==> config.mk <==
export PLATFORM = sky130hd
export DESIGN_NAME = sea_alert_enables
export DESIGN_NICKNAME = d
export VERILOG_FILES = /design/src/sea_pkg.sv /design/src/sea_alert_enables.sv
export SDC_FILE = /design/constraint.sdc
export NUM_CORES = 1
export LEC_CHECK = 0
export BUFFER_PORTS_ARGS = -buffer_cell sky130_fd_sc_hd__buf_2
export CORE_MARGIN = 2
export CORE_UTILIZATION = 30
export DETAILED_ROUTE_END_ITERATION = 10
export GPL_ROUTABILITY_DRIVEN = 0
export GPL_TIMING_DRIVEN = 0
export PLACE_DENSITY = 0.52
export SLEW_MARGIN = 20
export SYNTH_ARGS = -nofsm -noshare
export SYNTH_HDL_FRONTEND = slang
export SYNTH_SLANG_ARGS = --single-unit
==> constraint.sdc <==
create_clock -name clk_sys_in -period 3.6 [get_ports clk_sys_in]
set_input_delay 0.36 -clock clk_sys_in [delete_from_list [all_inputs] [get_ports clk_sys_in]]
set_output_delay 0.36 -clock clk_sys_in [all_outputs]
set_load 0.02 [all_outputs]
==> src/sea_pkg.sv <==
// Purpose: shared constants and types for the switch event alert enables
// Assumes: registers are reached over the device's internal register port
// Notes: bit layout of the status register mirrors the enable register
package sea_pkg;
  // register offsets
  localparam logic [7:0] SEA_OFS_EDGE_SEL = 8'h23;
  localparam logic [7:0] SEA_OFS_ALERT_EN = 8'h24;
  localparam logic [7:0] SEA_OFS_STATUS = 8'h02;
  // widths and reset values
  localparam int SEA_DATA_W = 24;
  localparam int SEA_NUM_SW = 7;
  localparam int SEA_GRP3_CNT = 4;
  localparam int SEA_EDGE_W = 14;
  localparam logic [13:0] SEA_EDGE_SEL_RST = 14'h0000;
  localparam logic [7:0] SEA_ALERT_EN_RST = 8'h00;
  // edge-select encodings
  localparam logic [1:0] SEA_EDGE_NONE = 2'h0;
  localparam logic [1:0] SEA_EDGE_RISE = 2'h1;
  localparam logic [1:0] SEA_EDGE_FALL = 2'h2;
  localparam logic [1:0] SEA_EDGE_BOTH = 2'h3;
  // field positions in enable and status registers
  localparam int SEA_BIT_LINK_FAIL = 0;
  localparam int SEA_BIT_PARITY = 1;
  localparam int SEA_BIT_SWITCH = 2;
  localparam int SEA_BIT_TSD = 3;
  localparam int SEA_BIT_TW = 4;
  localparam int SEA_BIT_OV = 5;
  localparam int SEA_BIT_UV = 6;
  localparam int SEA_BIT_CRC = 7;

  // one-cycle event pulses from the rest of the device
  typedef struct packed {
    logic checksum_done;
    logic supply_low;
    logic supply_high;
    logic thermal_warning;
    logic thermal_shutdown;
    logic parity_error;
    logic link_fail;
  } sea_src_s;

  // register port request
  typedef struct packed {
    logic wr;
    logic rd;
    logic [7:0] addr;
    logic [23:0] wdata;
  } sea_req_s;

  // all state of the block
  typedef struct packed {
    logic [6:0] sw_meta;
    logic [6:0] sw_sync;
    logic [6:0] sw_prev;
    logic [13:0] edge_sel;
    logic [7:0] alert_en;
    logic [7:0] status;
    logic [23:0] rdata;
    logic rvalid;
    logic alert_n;
  } sea_state_s;

  // true when the configured direction matches the observed transition
  function automatic logic sea_edge_hit(input logic [1:0] sel, input logic prev,
                                        input logic cur);
    logic rise;
    logic fall;
    rise = ~prev & cur;
    fall = prev & ~cur;
    case (sel)
      SEA_EDGE_RISE: sea_edge_hit = rise;
      SEA_EDGE_FALL: sea_edge_hit = fall;
      SEA_EDGE_BOTH: sea_edge_hit = rise | fall;
      default: sea_edge_hit = 1'b0;
    endcase
  endfunction
endpackage

==> src/sea_alert_enables.sv <==
// Purpose: switch edge events, event status and the active-low alert pin
// Assumes: comparator results are asynchronous; event sources are same-clock pulses
// Notes: status reads clear all pending events; a new event in that cycle survives
//
// Behaviour
// field value 1 flags rising, 2 flags falling, 3 flags both crossings
// field value 0 produces no switch event for that input
// input 12 at bits 1-0, each next input next pair, 18 at 13-12
// inputs 12 to 15 judged against the shared group3 threshold
// inputs 16 to 18 judged against a separate group4 threshold
// enable bit 7 lets checksum completion assert the alert
// enable bit 6 lets undervoltage assert the alert
// enable bit 5 lets supply-high fault assert the alert
// enable bit 4 lets thermal warning assert the alert
// enable bit 3 lets thermal shutdown assert the alert
// enable bit 2 lets switch-state change assert the alert
// enable bit 1 lets parity failure assert the alert
// enable bit 0 lets serial link failure assert the alert
// enable bits 23-8 read-only zero; only bits 7-0 writable
// enable register at 24h, all registers reset to zero, alert pin resets high
// switch event is the OR of selected per-input edge events
// reading event status clears the pending switch event
// alert low while any enabled source has a pending event
// edges found by comparing current and previous sampled comparator result
`timescale 1ns/1ps
module sea_alert_enables
  import sea_pkg::*;
(
  input wire logic clk_sys_in, // 50 MHz system clock
  input wire logic rst_in, // synchronous reset, active high
  input wire logic [3:0] grp3_comp_in, // comparators of inputs 12-15, group3 threshold
  input wire logic [2:0] grp4_comp_in, // comparators of inputs 16-18, group4 threshold
  input wire sea_src_s src_in, // other event pulses
  input wire sea_req_s req_in, // register access request
  output logic [23:0] rdata_out, // read data
  output logic rvalid_out, // read data valid pulse
  output logic [7:0] status_out, // pending events
  output logic alert_n_out // alert pin, active low
);

  sea_state_s st_reg;
  sea_state_s st_next;
  logic [6:0] sw_hit;
  logic switch_change_event;
  logic [7:0] raw_evt;
  logic status_rd;

  // per-input edge detection against the previous sample
  always_comb begin
    for (int i = 0; i < SEA_NUM_SW; i++) begin
      sw_hit[i] = sea_edge_hit(st_reg.edge_sel[2*i +: 2], st_reg.sw_prev[i],
                               st_reg.sw_sync[i]);
    end
  end

  assign switch_change_event = |sw_hit;
  assign status_rd = req_in.rd && (req_in.addr == SEA_OFS_STATUS);

  // raw events, placed at the bit of their enable
  always_comb begin
    raw_evt = 8'h00;
    raw_evt[SEA_BIT_CRC] = src_in.checksum_done;
    raw_evt[SEA_BIT_UV] = src_in.supply_low;
    raw_evt[SEA_BIT_OV] = src_in.supply_high;
    raw_evt[SEA_BIT_TW] = src_in.thermal_warning;
    raw_evt[SEA_BIT_TSD] = src_in.thermal_shutdown;
    raw_evt[SEA_BIT_SWITCH] = switch_change_event;
    raw_evt[SEA_BIT_PARITY] = src_in.parity_error;
    raw_evt[SEA_BIT_LINK_FAIL] = src_in.link_fail;
  end

  // next-state logic
  always_comb begin
    st_next = st_reg;
    // two flops before any logic sees the comparators
    st_next.sw_meta = {grp4_comp_in, grp3_comp_in};
    st_next.sw_sync = st_reg.sw_meta;
    st_next.sw_prev = st_reg.sw_sync;
    // register writes; upper bits of each word are dropped
    if (req_in.wr && (req_in.addr == SEA_OFS_EDGE_SEL)) begin
      st_next.edge_sel = req_in.wdata[SEA_EDGE_W-1:0];
    end
    if (req_in.wr && (req_in.addr == SEA_OFS_ALERT_EN)) begin
      st_next.alert_en = req_in.wdata[7:0];
    end
    // read clears, but a new event in the same cycle sets again
    st_next.status = (status_rd ? 8'h00 : st_reg.status) | raw_evt;
    // read data one cycle after the request
    st_next.rvalid = req_in.rd;
    st_next.rdata = 24'h000000;
    if (req_in.rd) begin
      case (req_in.addr)
        SEA_OFS_EDGE_SEL: st_next.rdata = {10'h000, st_reg.edge_sel};
        SEA_OFS_ALERT_EN: st_next.rdata = {16'h0000, st_reg.alert_en};
        SEA_OFS_STATUS: st_next.rdata = {16'h0000, st_reg.status};
        default: st_next.rdata = 24'h000000;
      endcase
    end
    // enables only gate the pin, status keeps recording regardless
    st_next.alert_n = ~|(st_next.status & st_next.alert_en);
  end

  // state register
  always_ff @(posedge clk_sys_in) begin
    if (rst_in) begin
      st_reg <= '0;
      st_reg.edge_sel <= SEA_EDGE_SEL_RST;
      st_reg.alert_en <= SEA_ALERT_EN_RST;
      st_reg.alert_n <= 1'b1;
    end else begin
      st_reg <= st_next;
    end
  end

  assign rdata_out = st_reg.rdata;
  assign rvalid_out = st_reg.rvalid;
  assign status_out = st_reg.status;
  assign alert_n_out = st_reg.alert_n;
endmodule // sea_alert_enables

==> flow_summary.json <==
{
  "rsz0062_at_grt": "false",
  "nets": 457,
  "ys_async_sr_fraction_pct": 0,
  "worst_slack_ns": 1.51,
  "power_density_mw_per_mm2": 399,
  "status": "finished clean",
  "fin_area_mm2": 0.00357,
  "arrival_ns": 2.36,
  "min_period_ns": 2.09,
  "fin_total_pwr_mw": 1.42,
  "yosysMostFrequentCell": "dfxtp_1",
  "grtUsageTotal_pct": 13.4,
  "path_class": "input port to register",
  "synth_ff_type": "dfxtp_1",
  "numPortBuffers": 61,
  "yosysTopAreaCellShare_pct": 46.4,
  "hold_viol_final": 0,
  "cts_post_setup_buffers_inserted": 0,
  "wl_um": 6450,
  "r2r-start": "st_next[56]$_SDFF_PP0_",
  "p_leak_nw": 1.60,
  "placed_cells": 511,
  "grt_overflow": 0,
  "end_kind": "register",
  "ctsHoldBuffers": 0,
  "synth.distinct_cells": 34,
  "htreeDepth": 3,
  "drt.antenna.violating_nets": 0,
  "post_cts_resized": 0,
  "hp-start": "grp3_comp_in[2]",
  "crit_path_start_kind": "input port",
  "initial_core_util_pct": 31.2,
  "chipHeight_um": 102,
  "drv_cap": 0,
  "postLayoutCoreUtil_pct": 38.4,
  "grt_pass1_vias": 2140,
  "ys_seq_elements": 67,
  "insertion_delay_ns": 0.33,
  "grt_pass1_wl_um": 10500,
  "cp.required_ns": 3.87,
  "worstPathMaxFanout": 8,
  "die_w_um": 102,
  "place_ws_ns": 1.21,
  "core.rowCount": 35,
  "startpoint": "req_in[27]",
  "die-area_mm2": 0.0104,
  "n_fill_cell": 995,
  "max_freq_mhz": 479,
  "hp-class": "input port to register",
  "fin_crit_sh_pct": 58.0,
  "vias_per_cell": 4.30,
  "ys_warn_count": 0,
  "cts_max_path_buffers": 2,
  "cts.sinks": 67,
  "synthTopCellsByArea": "dfxtp_1 (46%), buf_4 (8.3%), nor2b_1 (7.4%), ha_1 (6.1%), nor2_1 (3.4%)",
  "yosysSeqAreaShare_pct": 46.4,
  "largest_register_ffs": 29,
  "tritoncts": "done",
  "via_count": 2265,
  "worst_pin_slew_ns": 1.04,
  "drive_above_1_share_pct": 29.1,
  "grt_max_degree": 11,
  "yosys-top-cells-count": "dfxtp_1 (67), nor2b_1 (34), buf_4 (32)",
  "diodes": 0,
  "skew_ns": 0.00508,
  "dp_hpwl_um": 4980,
  "place_area_mm2": 0.00339,
  "firstDrtPassIters": 4,
  "synth_edf_count": 0,
  "ir_worst_vdd_mv": 0.160,
  "antenna_found_initial": 0,
  "hold_ws_ns": 0.234,
  "tns_ns": 0,
  "cts_root_buffer": "clkbuf_8",
  "syn_to_final_growth_pct": 23.3,
  "relSlewSlack_pct": 29.9,
  "drt-initial-drc-count": 85,
  "wire_per_inst_um": 12.2,
  "synth_top_cell_by_area": "dfxtp_1",
  "syn_area_per_cell_um2": 9.27,
  "clk_transition_reported_paths_ns": 0.07,
  "ioPinCount": 84,
  "numCtsBuffers": 9,
  "setup_viol": 0,
  "synthCells": 312,
  "core_mm2": 0.00928,
  "syn_area_mm2": 0.00289,
  "finalMaxSlewViolations": 0,
  "drcViolationCount": 0,
  "fin_cells": 527
}
[report_power, final]
part	internal (mW)	switching, mW	total, mW	leakage, nW
sequential	0.757	0.00867	0.766	0.546
combinational	0.0501	0.0608	0.111	0.963
clock	0.286	0.260	0.546	0.0905
total	1.09	0.329	1.42	1.60
[layout by cell type (no fill, tap or decap), types with 14 or more instances in the layout]
cell type  count
inv_1         14
buf_4         32
clkbuf_1      14
nand3_1       15
nand2_1       23
ha_1          14
nor2_1        26
a21oi_1       18
nor2b_1       34
dfxtp_1       67
buf_2         64
[cell type report]
class | count | area [µm²] | area share, %
flip-flops and latches | 67 | 1340 | 37.6
multi-input cells | 193 | 1230 | 34.6
repair buffers | 61 | 305 | 8.56
plain buffers | 47 | 300 | 8.42
clock buffers | 14 | 163 | 4.56
well taps | 129 | 161 | 4.53
inverters | 14 | 52.6 | 1.47
clock inverters | 2 | 10.0 | 0.281
[per-layer routing]
layer	global-route usage, %	wire, µm	vias up
li1	-	-	1174
met1	17.1	3010	1021
met2	21.4	2980	63
met3	3.49	364	7
met4	5.85	103	0
met5	0	0	-
[worst max-delay path, cell delays in order]
cell	delay [ns]
buf_2	0.12
nor3b_1	0.33
nand4_1	0.48
a21o_1	0.34
a222oi_1	0.49
a41o_1	0.24
[logic make-up after synthesis]
group | synth area share, %
other | 0.130
AO/OA/AOI/OAI | 10.5
multiplexers | 2.94
flip-flops | 46.4
buffers and inverters | 12.2
adder cells (fa/ha/maj) | 6.06
AND/OR/NAND/NOR | 21.8
[path summary, 6_finish.rpt]
check                                 to  slack [ns]  cells past startpoint
setup / recovery  alert_n_out$_SDFF_PP1_        1.51                      6
hold / removal    st_next[65]$_SDFF_PP0_        0.23                      2
setup reg to reg  alert_n_out$_SDFF_PP1_        1.56                      7
hold reg to reg   st_next[61]$_SDFF_PP0_        0.43                      1
Power figures use the tool's default switching activity.
